===== src/rtl/odri_pkg.sv =====
// odri_pkg: offsets, field positions, reset values and types for the device register bank
package odri_pkg;
    // register byte offsets
    localparam logic [7:0] OFS_IRQ_ENABLE = 8'h00;
    localparam logic [7:0] OFS_IRQ_STATUS = 8'h04;
    localparam logic [7:0] OFS_STATE_ADDR = 8'h08;
    localparam logic [7:0] OFS_REQ_PTR = 8'h0c;
    localparam logic [7:0] OFS_CIN_DESC = 8'h10;
    localparam logic [7:0] OFS_EP1_CTRL = 8'h14;
    localparam logic [7:0] OFS_EP1_PTR = 8'h18;

    // registers kept as plain storage for software
    localparam int NUM_PLAIN = 21;
    localparam logic [7:0] PLAIN_OFS [NUM_PLAIN] = '{
        8'h1c, 8'h20, 8'h24, 8'h28, 8'h2c, 8'h30, 8'h34, 8'h38, 8'h3c, 8'h40, 8'h44,
        8'h48, 8'h4c, 8'h50, 8'h54, 8'h58, 8'h70, 8'h74, 8'h78, 8'h7c, 8'h84};
    localparam logic [31:0] PLAIN_RST [NUM_PLAIN] = '{
        32'h0000_0200, 32'h0000_0000, 32'h0000_0000, 32'h0000_0000, 32'h0000_0000,
        32'h0000_00c0, 32'h0000_0000, 32'h0000_0000, 32'h002d_c46a, 32'h005b_88d0,
        32'h0004_c471, 32'h001b_7740, 32'h0000_0000, 32'h0000_0000, 32'h0000_0000,
        32'h0000_0000, 32'h0000_0200, 32'h0000_0001, 32'h0000_0000, 32'h0000_0000,
        32'h0000_0000};

    // device events / status bits
    localparam int NUM_EVT = 11;
    localparam int EVT_SETUP = 0;
    localparam int EVT_BUS_RESET = 7;
    localparam int EVT_RESUME = 6;
    localparam int EVT_SUSPEND = 5;

    // state/address register fields
    localparam int SA_PENDING = 19;
    localparam int SA_SPEED = 18;
    localparam int SA_CFG_DONE = 17;
    localparam int SA_TOGGLE_CLR = 16;
    localparam int SA_SOFT_RST = 12;
    localparam int SA_TEST_LO = 8;
    localparam int SA_TEST_W = 4;
    localparam int SA_ADDR_W = 7;
    localparam logic [SA_ADDR_W-1:0] SA_ADDR_RST = 7'h00;

    // descriptor pointer fields
    localparam int PTR_LO = 2;
    localparam int CIN_ACK = 1;
    localparam int CIN_DONE = 0;

    // interrupt endpoint control fields
    localparam int EP_ENABLE = 31;
    localparam int EP_IVL_LO = 23;
    localparam int EP_IVL_W = 8;
    localparam int EP_HALT = 13;
    localparam int EP_MPS_LO = 10;
    localparam int EP_MPS_W = 3;
    localparam int EP_DIR = 9;
    localparam int EP_NUM_LO = 5;
    localparam int EP_NUM_W = 4;
    localparam int EP_TYPE_W = 3;
    localparam logic [EP_MPS_W-1:0] EP1_MPS_RST = 3'h3;
    localparam logic [10:0] MPS_BASE_BYTES = 11'h008;

    typedef enum logic [1:0] {
        ODRI_CTL_IDLE,
        ODRI_CTL_SETUP_DMA,
        ODRI_CTL_WAIT_SW,
        ODRI_CTL_RESPOND
    } odri_ctl_e;
endpackage : odri_pkg


===== src/rtl/odri_regs.sv =====
// odri_regs: device-role register bank with control endpoint and interrupt IN endpoint logic
`timescale 1ns/100ps

// Overview of operation
// - enable bits 10:0 gate each device event onto the interrupt; upper bits reserved
// - writing one to a status bit clears it; zero leaves it
// - bits 10, 9, 4 set on OUT-direction DMA completion to memory
// - bits 8, 3, 2, 1 set on IN-direction DMA completion from memory
// - bit 0 sets when setup packet DMA into memory completes
// - bits 7, 6, 5 set on bus reset, resume while suspended, suspend
// - address pending keeps default address until status-stage zero-length packet clears it
// - read-only speed bit 18 resets to one, one means full speed
// - writing one to bit 16 pulses toggle-check clear, bit self-clears
// - soft reset bit 12 resets to one; zero holds peripheral in reset
// - test field bits 11:8 select J, K, SE0_NAK, test packet one-hot
// - control request acknowledged, copied to request pointer, interrupt raised
// - descriptor bit 1 picks ACK when one, STALL when zero
// - completion bit 0 clears itself once the device acts on it
// - interrupt IN endpoint active only while enable bit 31 is one
// - bits 30:23 poll interval, counted in frames or microframes by speed
// - halt bit 13 makes the endpoint answer with STALL
// - size code 12:10 means 8 bytes doubling; default 64 bytes
module odri_regs
    import odri_pkg::*;
(
    input wire logic ref_clk,
    input wire logic arst_n,
    input wire logic reg_wr,
    input wire logic reg_rd,
    input wire logic [7:0] reg_addr,
    input wire logic [3:0] reg_be,
    input wire logic [31:0] reg_wdata,
    output logic [31:0] reg_rdata,
    output logic reg_rd_valid,
    output logic dev_irq,
    input wire logic [NUM_EVT-1:0] dev_event,
    input wire logic speed_full,
    input wire logic status_zlp_sent,
    input wire logic setup_rx,
    output logic setup_ack,
    output logic setup_dma_req,
    output logic [31:0] setup_dma_addr,
    output logic ctrl_resp_valid,
    output logic ctrl_resp_ack,
    output logic [31:0] ctrl_resp_addr,
    input wire logic ctrl_resp_taken,
    output logic [SA_ADDR_W-1:0] peripheral_address,
    output logic use_default_address,
    output logic address_pending,
    output logic configuration_complete,
    output logic out_toggle_clear,
    output logic core_rst_n,
    output logic test_j,
    output logic test_k,
    output logic test_se0_nak,
    output logic test_packet,
    input wire logic frame_tick,
    input wire logic microframe_tick,
    output logic ep1_active,
    output logic ep1_halt_resp,
    output logic ep1_poll,
    output logic [EP_MPS_W-1:0] ep1_packet_size_limit,
    output logic [10:0] ep1_max_bytes,
    output logic [31:0] ep1_buffer_pointer
);

    // ------------------------------------------------------------------
    // reset release
    // ------------------------------------------------------------------
    logic rst_meta_reg;
    logic rst_n;

    always_ff @(posedge ref_clk or negedge arst_n) begin
        if (!arst_n) begin
            rst_meta_reg <= 1'b0;
            rst_n <= 1'b0;
        end else begin
            rst_meta_reg <= 1'b1;
            rst_n <= rst_meta_reg;
        end
    end

    // ------------------------------------------------------------------
    // write decode
    // ------------------------------------------------------------------
    logic [31:0] be_mask;
    logic wr_en_reg;
    logic wr_status;
    logic wr_sa;
    logic wr_req;
    logic wr_cin;
    logic wr_ep1c;
    logic wr_ep1p;

    assign be_mask = {{8{reg_be[3]}}, {8{reg_be[2]}}, {8{reg_be[1]}}, {8{reg_be[0]}}};
    assign wr_en_reg = reg_wr && (reg_addr == OFS_IRQ_ENABLE);
    assign wr_status = reg_wr && (reg_addr == OFS_IRQ_STATUS);
    assign wr_sa = reg_wr && (reg_addr == OFS_STATE_ADDR);
    assign wr_req = reg_wr && (reg_addr == OFS_REQ_PTR);
    assign wr_cin = reg_wr && (reg_addr == OFS_CIN_DESC);
    assign wr_ep1c = reg_wr && (reg_addr == OFS_EP1_CTRL);
    assign wr_ep1p = reg_wr && (reg_addr == OFS_EP1_PTR);

    function automatic logic [31:0] merge(input logic [31:0] old, input logic [31:0] mask,
                                          input logic [31:0] data);
        merge = (old & ~mask) | (data & mask);
    endfunction : merge

    // ------------------------------------------------------------------
    // interrupt enable and status
    // ------------------------------------------------------------------
    logic [NUM_EVT-1:0] irq_enable_reg;
    logic [NUM_EVT-1:0] irq_status_reg;
    logic [NUM_EVT-1:0] status_clr;

    always_ff @(posedge ref_clk or negedge rst_n) begin
        if (!rst_n) begin
            irq_enable_reg <= '0;
        end else if (wr_en_reg) begin
            irq_enable_reg <= NUM_EVT'(merge(32'(irq_enable_reg), be_mask, reg_wdata));
        end
    end

    assign status_clr = wr_status ? NUM_EVT'(reg_wdata & be_mask) : '0;

    // a new event in the clearing cycle survives the clear
    always_ff @(posedge ref_clk or negedge rst_n) begin
        if (!rst_n) begin
            irq_status_reg <= '0;
        end else begin
            irq_status_reg <= (irq_status_reg & ~status_clr) | dev_event;
        end
    end

    assign dev_irq = |(irq_status_reg & irq_enable_reg);

    // ------------------------------------------------------------------
    // device state and address
    // ------------------------------------------------------------------
    logic pending_reg;
    logic speed_reg;
    logic cfg_done_reg;
    logic toggle_clr_reg;
    logic soft_rst_reg;
    logic [SA_TEST_W-1:0] test_reg;
    logic [SA_ADDR_W-1:0] addr_reg;
    logic [31:0] sa_new;

    assign sa_new = merge(32'h0000_0000, be_mask, reg_wdata);

    always_ff @(posedge ref_clk or negedge rst_n) begin
        if (!rst_n) begin
            pending_reg <= 1'b0;
            addr_reg <= SA_ADDR_RST;
        end else begin
            if (wr_sa && reg_be[2]) begin
                pending_reg <= sa_new[SA_PENDING];
            end else if (status_zlp_sent) begin
                pending_reg <= 1'b0;
            end
            if (wr_sa && reg_be[0]) begin
                addr_reg <= sa_new[SA_ADDR_W-1:0];
            end
        end
    end

    always_ff @(posedge ref_clk or negedge rst_n) begin
        if (!rst_n) begin
            speed_reg <= 1'b1;
        end else begin
            speed_reg <= speed_full;
        end
    end

    always_ff @(posedge ref_clk or negedge rst_n) begin
        if (!rst_n) begin
            cfg_done_reg <= 1'b0;
            soft_rst_reg <= 1'b1;
            test_reg <= '0;
        end else if (wr_sa) begin
            if (reg_be[2]) begin
                cfg_done_reg <= sa_new[SA_CFG_DONE];
            end
            if (reg_be[1]) begin
                soft_rst_reg <= sa_new[SA_SOFT_RST];
                test_reg <= sa_new[SA_TEST_LO +: SA_TEST_W];
            end
        end
    end

    always_ff @(posedge ref_clk or negedge rst_n) begin
        if (!rst_n) begin
            toggle_clr_reg <= 1'b0;
        end else begin
            toggle_clr_reg <= wr_sa && reg_be[2] && sa_new[SA_TOGGLE_CLR];
        end
    end

    assign peripheral_address = addr_reg;
    assign address_pending = pending_reg;
    assign use_default_address = pending_reg;
    assign configuration_complete = cfg_done_reg;
    assign out_toggle_clear = toggle_clr_reg;
    assign core_rst_n = rst_n && soft_rst_reg;
    assign test_j = test_reg[0];
    assign test_k = test_reg[1];
    assign test_se0_nak = test_reg[2];
    assign test_packet = test_reg[3];

    // ------------------------------------------------------------------
    // control endpoint request and response
    // ------------------------------------------------------------------
    logic [31:PTR_LO] req_ptr_reg;
    logic [31:PTR_LO] cin_ptr_reg;
    logic cin_ack_reg;
    logic cin_done_reg;
    logic setup_ack_reg;
    odri_ctl_e ctl_state;
    logic [31:0] req_new;
    logic [31:0] cin_new;

    assign req_new = merge({req_ptr_reg, 2'b00}, be_mask, reg_wdata);
    assign cin_new = merge({cin_ptr_reg, cin_ack_reg, cin_done_reg}, be_mask, reg_wdata);

    always_ff @(posedge ref_clk or negedge rst_n) begin
        if (!rst_n) begin
            req_ptr_reg <= '0;
        end else if (wr_req) begin
            req_ptr_reg <= req_new[31:PTR_LO];
        end
    end

    always_ff @(posedge ref_clk or negedge rst_n) begin
        if (!rst_n) begin
            cin_ptr_reg <= '0;
            cin_ack_reg <= 1'b0;
        end else if (wr_cin) begin
            cin_ptr_reg <= cin_new[31:PTR_LO];
            cin_ack_reg <= cin_new[CIN_ACK];
        end
    end

    // software re-arming in the taking cycle wins, so no completion is lost
    always_ff @(posedge ref_clk or negedge rst_n) begin
        if (!rst_n) begin
            cin_done_reg <= 1'b0;
        end else if (wr_cin && reg_be[0]) begin
            cin_done_reg <= cin_new[CIN_DONE];
        end else if (ctl_state == ODRI_CTL_RESPOND && ctrl_resp_taken) begin
            cin_done_reg <= 1'b0;
        end
    end

    always_ff @(posedge ref_clk or negedge rst_n) begin
        if (!rst_n) begin
            ctl_state <= ODRI_CTL_IDLE;
        end else begin
            unique case (ctl_state)
                ODRI_CTL_IDLE: begin
                    if (setup_rx) begin
                        ctl_state <= ODRI_CTL_SETUP_DMA;
                    end
                end
                ODRI_CTL_SETUP_DMA: begin
                    if (dev_event[EVT_SETUP]) begin
                        ctl_state <= ODRI_CTL_WAIT_SW;
                    end
                end
                ODRI_CTL_WAIT_SW: begin
                    if (cin_done_reg) begin
                        ctl_state <= ODRI_CTL_RESPOND;
                    end
                end
                ODRI_CTL_RESPOND: begin
                    if (ctrl_resp_taken) begin
                        ctl_state <= ODRI_CTL_IDLE;
                    end
                end
            endcase
        end
    end

    // a setup is acknowledged only in idle; one arriving while a request is in progress is ignored
    always_ff @(posedge ref_clk or negedge rst_n) begin
        if (!rst_n) begin
            setup_ack_reg <= 1'b0;
        end else begin
            setup_ack_reg <= setup_rx && (ctl_state == ODRI_CTL_IDLE);
        end
    end

    assign setup_ack = setup_ack_reg;
    assign setup_dma_req = (ctl_state == ODRI_CTL_SETUP_DMA);
    assign setup_dma_addr = {req_ptr_reg, 2'b00};
    assign ctrl_resp_valid = (ctl_state == ODRI_CTL_RESPOND);
    assign ctrl_resp_ack = cin_ack_reg;
    assign ctrl_resp_addr = {cin_ptr_reg, 2'b00};

    // ------------------------------------------------------------------
    // interrupt IN endpoint
    // ------------------------------------------------------------------
    logic ep1_en_reg;
    logic [EP_IVL_W-1:0] ep1_ivl_reg;
    logic ep1_halt_reg;
    logic [EP_MPS_W-1:0] ep1_mps_reg;
    logic [EP_NUM_W-1:0] ep1_num_reg;
    logic [EP_TYPE_W-1:0] ep1_type_reg;
    logic [31:0] ep1_ptr_reg;
    logic [31:0] ep1c_cur;
    logic [31:0] ep1c_new;
    logic [EP_IVL_W-1:0] poll_cnt_reg;
    logic poll_reg;
    logic tick;

    assign ep1c_cur = {ep1_en_reg, ep1_ivl_reg, 9'h000, ep1_halt_reg, ep1_mps_reg,
                       1'b1, ep1_num_reg, 2'b00, ep1_type_reg};
    assign ep1c_new = merge(ep1c_cur, be_mask, reg_wdata);

    always_ff @(posedge ref_clk or negedge rst_n) begin
        if (!rst_n) begin
            ep1_en_reg <= 1'b0;
            ep1_ivl_reg <= '0;
            ep1_halt_reg <= 1'b0;
            ep1_mps_reg <= EP1_MPS_RST;
            ep1_num_reg <= '0;
            ep1_type_reg <= '0;
        end else if (wr_ep1c) begin
            ep1_en_reg <= ep1c_new[EP_ENABLE];
            ep1_ivl_reg <= ep1c_new[EP_IVL_LO +: EP_IVL_W];
            ep1_halt_reg <= ep1c_new[EP_HALT];
            ep1_mps_reg <= ep1c_new[EP_MPS_LO +: EP_MPS_W];
            ep1_num_reg <= ep1c_new[EP_NUM_LO +: EP_NUM_W];
            ep1_type_reg <= ep1c_new[EP_TYPE_W-1:0];
        end
    end

    always_ff @(posedge ref_clk or negedge rst_n) begin
        if (!rst_n) begin
            ep1_ptr_reg <= '0;
        end else if (wr_ep1p) begin
            ep1_ptr_reg <= merge(ep1_ptr_reg, be_mask, reg_wdata);
        end
    end

    // full speed counts frames, high speed counts microframes
    assign tick = speed_reg ? frame_tick : microframe_tick;

    // interval zero behaves as one so the endpoint is never starved
    always_ff @(posedge ref_clk or negedge rst_n) begin
        if (!rst_n) begin
            poll_cnt_reg <= '0;
            poll_reg <= 1'b0;
        end else if (!ep1_en_reg) begin
            poll_cnt_reg <= '0;
            poll_reg <= 1'b0;
        end else if (tick) begin
            if (poll_cnt_reg + 8'h01 >= ep1_ivl_reg) begin
                poll_cnt_reg <= '0;
                poll_reg <= 1'b1;
            end else begin
                poll_cnt_reg <= poll_cnt_reg + 8'h01;
                poll_reg <= 1'b0;
            end
        end else begin
            poll_reg <= 1'b0;
        end
    end

    assign ep1_active = ep1_en_reg;
    assign ep1_halt_resp = ep1_en_reg && ep1_halt_reg;
    assign ep1_poll = poll_reg;
    assign ep1_packet_size_limit = ep1_mps_reg;
    assign ep1_max_bytes = MPS_BASE_BYTES << ep1_mps_reg;
    assign ep1_buffer_pointer = ep1_en_reg ? ep1_ptr_reg : 32'h0000_0000;

    // ------------------------------------------------------------------
    // plain storage for the rest of the map
    // ------------------------------------------------------------------
    logic [31:0] plain_reg [NUM_PLAIN];

    always_ff @(posedge ref_clk or negedge rst_n) begin
        if (!rst_n) begin
            for (int i = 0; i < NUM_PLAIN; i++) begin
                plain_reg[i] <= PLAIN_RST[i];
            end
        end else begin
            for (int i = 0; i < NUM_PLAIN; i++) begin
                if (reg_wr && reg_addr == PLAIN_OFS[i]) begin
                    plain_reg[i] <= merge(plain_reg[i], be_mask, reg_wdata);
                end
            end
        end
    end

    // ------------------------------------------------------------------
    // read path, one cycle latency, unmapped reads zero
    // ------------------------------------------------------------------
    logic [31:0] rd_mux;

    always_comb begin
        rd_mux = 32'h0000_0000;
        unique case (reg_addr)
            OFS_IRQ_ENABLE: rd_mux = 32'(irq_enable_reg);
            OFS_IRQ_STATUS: rd_mux = 32'(irq_status_reg);
            OFS_STATE_ADDR: begin
                rd_mux[SA_PENDING] = pending_reg;
                rd_mux[SA_SPEED] = speed_reg;
                rd_mux[SA_CFG_DONE] = cfg_done_reg;
                rd_mux[SA_SOFT_RST] = soft_rst_reg;
                rd_mux[SA_TEST_LO +: SA_TEST_W] = test_reg;
                rd_mux[SA_ADDR_W-1:0] = addr_reg;
            end
            OFS_REQ_PTR: rd_mux = {req_ptr_reg, 2'b00};
            OFS_CIN_DESC: rd_mux = {cin_ptr_reg, cin_ack_reg, cin_done_reg};
            OFS_EP1_CTRL: rd_mux = ep1c_cur;
            OFS_EP1_PTR: rd_mux = ep1_ptr_reg;
            default: begin
                for (int i = 0; i < NUM_PLAIN; i++) begin
                    if (reg_addr == PLAIN_OFS[i]) begin
                        rd_mux = plain_reg[i];
                    end
                end
            end
        endcase
    end

    always_ff @(posedge ref_clk or negedge rst_n) begin
        if (!rst_n) begin
            reg_rdata <= 32'h0000_0000;
            reg_rd_valid <= 1'b0;
        end else begin
            reg_rd_valid <= reg_rd;
            if (reg_rd) begin
                reg_rdata <= rd_mux;
            end
        end
    end

endmodule : odri_regs


===== config.mk =====
export PLATFORM = sky130hd
export DESIGN_NAME = odri_regs
export DESIGN_NICKNAME = d
export VERILOG_FILES = /design/src/rtl/odri_pkg.sv /design/src/rtl/odri_regs.sv
export SDC_FILE = /design/constraint.sdc
export NUM_CORES = 2
export LEC_CHECK = 0
export ABC_AREA = 1
export BUFFER_PORTS_ARGS = -buffer_cell sky130_fd_sc_hd__buf_4
export CAP_MARGIN = 10
export CORE_AREA = 5 5 346 263
export DETAILED_ROUTE_END_ITERATION = 8
export DIE_AREA = 0 0 351 268
export PLACE_DENSITY_LB_ADDON = 0.1
export RECOVER_POWER = 50
export REMOVE_ABC_BUFFERS = 1
export SLEW_MARGIN = 20
export SYNTH_ARGS = -nofsm -noshare
export SYNTH_HDL_FRONTEND = slang
export SYNTH_SLANG_ARGS = --single-unit

===== constraint.sdc =====
create_clock -name ref_clk -period 36 [get_ports ref_clk]
set_clock_uncertainty 0.2 [all_clocks]
set_input_delay 1.8 -clock ref_clk [delete_from_list [all_inputs] [get_ports ref_clk]]
set_output_delay 1.8 -clock ref_clk [all_outputs]
set_load 0.05 [all_outputs]

==> reports/summary.txt <==
starting DRC count in detailed routing: 2753
pwr dens: 48.2 nW/um^2
Initial Utilization: 44.6%
part of the power in registers: 48.7%
die area: 94100 um^2
combinational power share: 5.9%
failing checks: max-capacitance violations, max-slew violations
CP Data Required Time: 34470 ps
CP endpoint kind: async pin
worst skew pair latency: 650 ps
final period utilization: 32.3%
top cells by area, synth: dfrtp_1 53%, nand2_1 16%, o21ai_0 11%
crit path DAT: 10100 ps
via count: 31900
Yosys top cell area share: 53.0%
sw power: 509 uW
Die H: 268 um
clk buf depth: 3
TritonCTS clock tree: built
Hold Crit Class: flop to flop
sequential share of the synthesized area: 56.3%
Slowest-stage cell, CP: clkbuf_1
CP Cell Sequence: clkbuf_1 > clkbuf_1
antenna violations before repair: 0
final wirelength: 111 mm
CTS root buf: clkbuf_16
Buffers & Inverters on Critical Path: 2
Final Wtd Congestion: 0.797
H-tree depth: 3
Yosys top cell by area: dfrtp_1
Ports: 232
fill cell count: 8607
synth warn: 0
Slew HR: -451%
I/O Buffers: 224
unrepaired setup endpoints after global routing: no
Post-DP HPWL: 76.6 mm
Max-Cap Viols: 11
worst hold slack: 147 ps
DRC: 0
Avg WL per Cell: 18.2 um
area of the core: 87200 um^2
Layout area overhead: 12.7%
status: complete, but fails checks
post_cts resized: 0
Worst Max-Slew Pin Slew: 8260 ps
fraction of power spent switching nets: 24.1%
endpoints failing hold: 0
Pins Over Slew Limit: 765
routed vias/inst: 5.25
Horiz. Die Dim: 351 um
area of the mapped netlist: 38800 um^2
Crit Path Max Fanout: 155
critical path's largest stage delay: 5920 ps
DP Cell Count: 5909
Antenna Nets Post-Route: 0
Hold-fix buffers, CTS: 0
element type at the critical path start: flop
cell seen most often among critical-path stages: clkbuf_1
Pre-antenna DRT Iters: 6
share of layout cells above drive strength 1: 8.91%
first-pass GRT wire length: 176 mm
synthesis-stage register bit count: 871
internal power: 1.60 mW
CP top delay family: buffers and inverters
crit path kind: flop to async pin
Peak supply drop: 0.0360 mV
f_max: 86.0 MHz
Final #Nets: 4926
P_leak: 19.9 nW
Fin Setup TNS: 0 ps
post-CTS setup buffers: 0
total gr overflow: 0
final setup vio count: 0
Reg clk slew, reported paths: 60 ps
vias in the first global route: 30200
Final min period: 11630 ps
Tot GR Track Use: 23.6%
syn avg cell area: 8.16 um^2
cts bufs inserted: 88
power share of the clock group: 45.4%
largest net degree at the start of global routing: 179
clock net sink count: 871
Synth Instances: 4762
Core Rows: 94
Finished Layout Cells: 6071
Distinct cells, synth: 40
Yosys cell counts, drive strengths merged:
master and number:
or2 83, a211oi 8, o32ai 5, nor2 309
nand3b 1, inv 315, nor3 15, ha 14
nor4 2, dfrtp 822, a221oi 11, o21a 1
a31oi 1, conb 2, o21ai 830, o22ai 4
nand4 136, buf 42, clkbuf 235, nand3 139
o2111ai 9, clkinv 1, a22o 9, a32o 1
xor2 5, nand2 1664, dfstp 49, a2111oi 5
o21bai 3, a21oi 41
kinds of logic (layout without fill, tap and decap cells):
group           count (synthesis)  count (layout)  share of synthesized area, %
compound gates                928             928                          12.4
xor+xnor                        5               5                         0.113
fa+ha+maj                      14              14                         0.451
buf+inv                       593             742                          5.90
flops                         871             871                          56.3
other cells                     2              10                        0.0193
simple gates                 2349            2349                          24.8
power groups by stage:
stage | sequential (mW) | clock [mW] | combinational (mW)
5_1_grt | 1.03 | 1.02 | 0.141
3_3_place_gp | 1.04 | 0 | 0.133
3_5_place_dp | 1.04 | 0 | 0.135
2_1_floorplan | 1.07 | 0 | 0.0516
6_report | 1.03 | 0.957 | 0.126
4_1_cts | 1.03 | 0.976 | 0.135
per-stage QoR:
step	cell area, um^2	power (mW)	setup WS (ps)	util (%)
6_report	43800	2.11	24370	50.2
5_1_grt	43800	2.19	21900	50.2
4_1_cts	44300	2.14	30820	50.8
3_5_place_dp	41300	1.18	30140	47.4
3_3_place_gp	41300	1.18	30250	47.4
2_1_floorplan	37800	1.13	9790	-
placed cells by master (no fill, tap or decap), types with 3 or more instances in the layout:
master,n
nand2_1,1662
nor2_4,5
nor2_2,18
nor2_1,286
clkinv_2,12
conb_1,8
inv_2,15
a211oi_1,8
o22ai_1,4
o32ai_1,5
a21oi_1,41
clkbuf_8,25
buf_4,129
a2111oi_0,5
inv_6,3
a22o_1,9
clkbuf_16,91
nand3_1,136
o21bai_1,3
o21ai_0,830
dfstp_2,49
nor3_1,14
or2_2,74
nand4_1,136
dfrtp_1,822
xor2_1,5
bufinv_16,7
o2111ai_1,9
a221oi_1,11
ha_1,14
or2_0,6
clkbuf_1,156
nand3_2,3
or2_1,3
inv_1,300
cell type report:
| cell class | instances | area (um^2) | share of cell area (%) |
|---|---|---|---|
| Clock inverter | 23 | 304 | 0.695 |
| Inverter | 316 | 1190 | 2.71 |
| Tap cell | 1152 | 1440 | 3.29 |
| Antenna cell | 2 | 5.00 | 0.0114 |
| Multi-Input combinational cell | 3304 | 14800 | 33.7 |
| Clock buffer | 137 | 2700 | 6.17 |
| Timing Repair Buffer | 266 | 1500 | 3.43 |
| Sequential cell | 871 | 21900 | 49.9 |
layer usage:
layer / vias to the layer above / track usage (%) / wire length [um]
met5: - / 0 / 0
li1: 15500 / - / -
met1: 15500 / 36.1 / 54300
met2: 700 / 35.8 / 48800
met3: 132 / 3.33 / 5280
met4: 0 / 5.71 / 2410
final timing paths:
path / start / to / slack, ps / cells past startpoint
setup / recovery: rst_n$_DFF_PN0_ / async pin / 24370 / 2
hold / removal: rst_meta_reg$_DFF_PN0_ / rst_n$_DFF_PN0_ / 150 / 0
setup reg to reg: rst_n$_DFF_PN0_ / async pin / 24370 / 2
hold reg to reg: rst_meta_reg$_DFF_PN0_ / rst_n$_DFF_PN0_ / 150 / 0
max in group ref_clk: flop / ep1_buffer_pointer[21] / 30760 / 4
min in group asynchronous: rst_n$_DFF_PN0_ / async pin / 380 / 0
(Power assumes the default switching activity.)
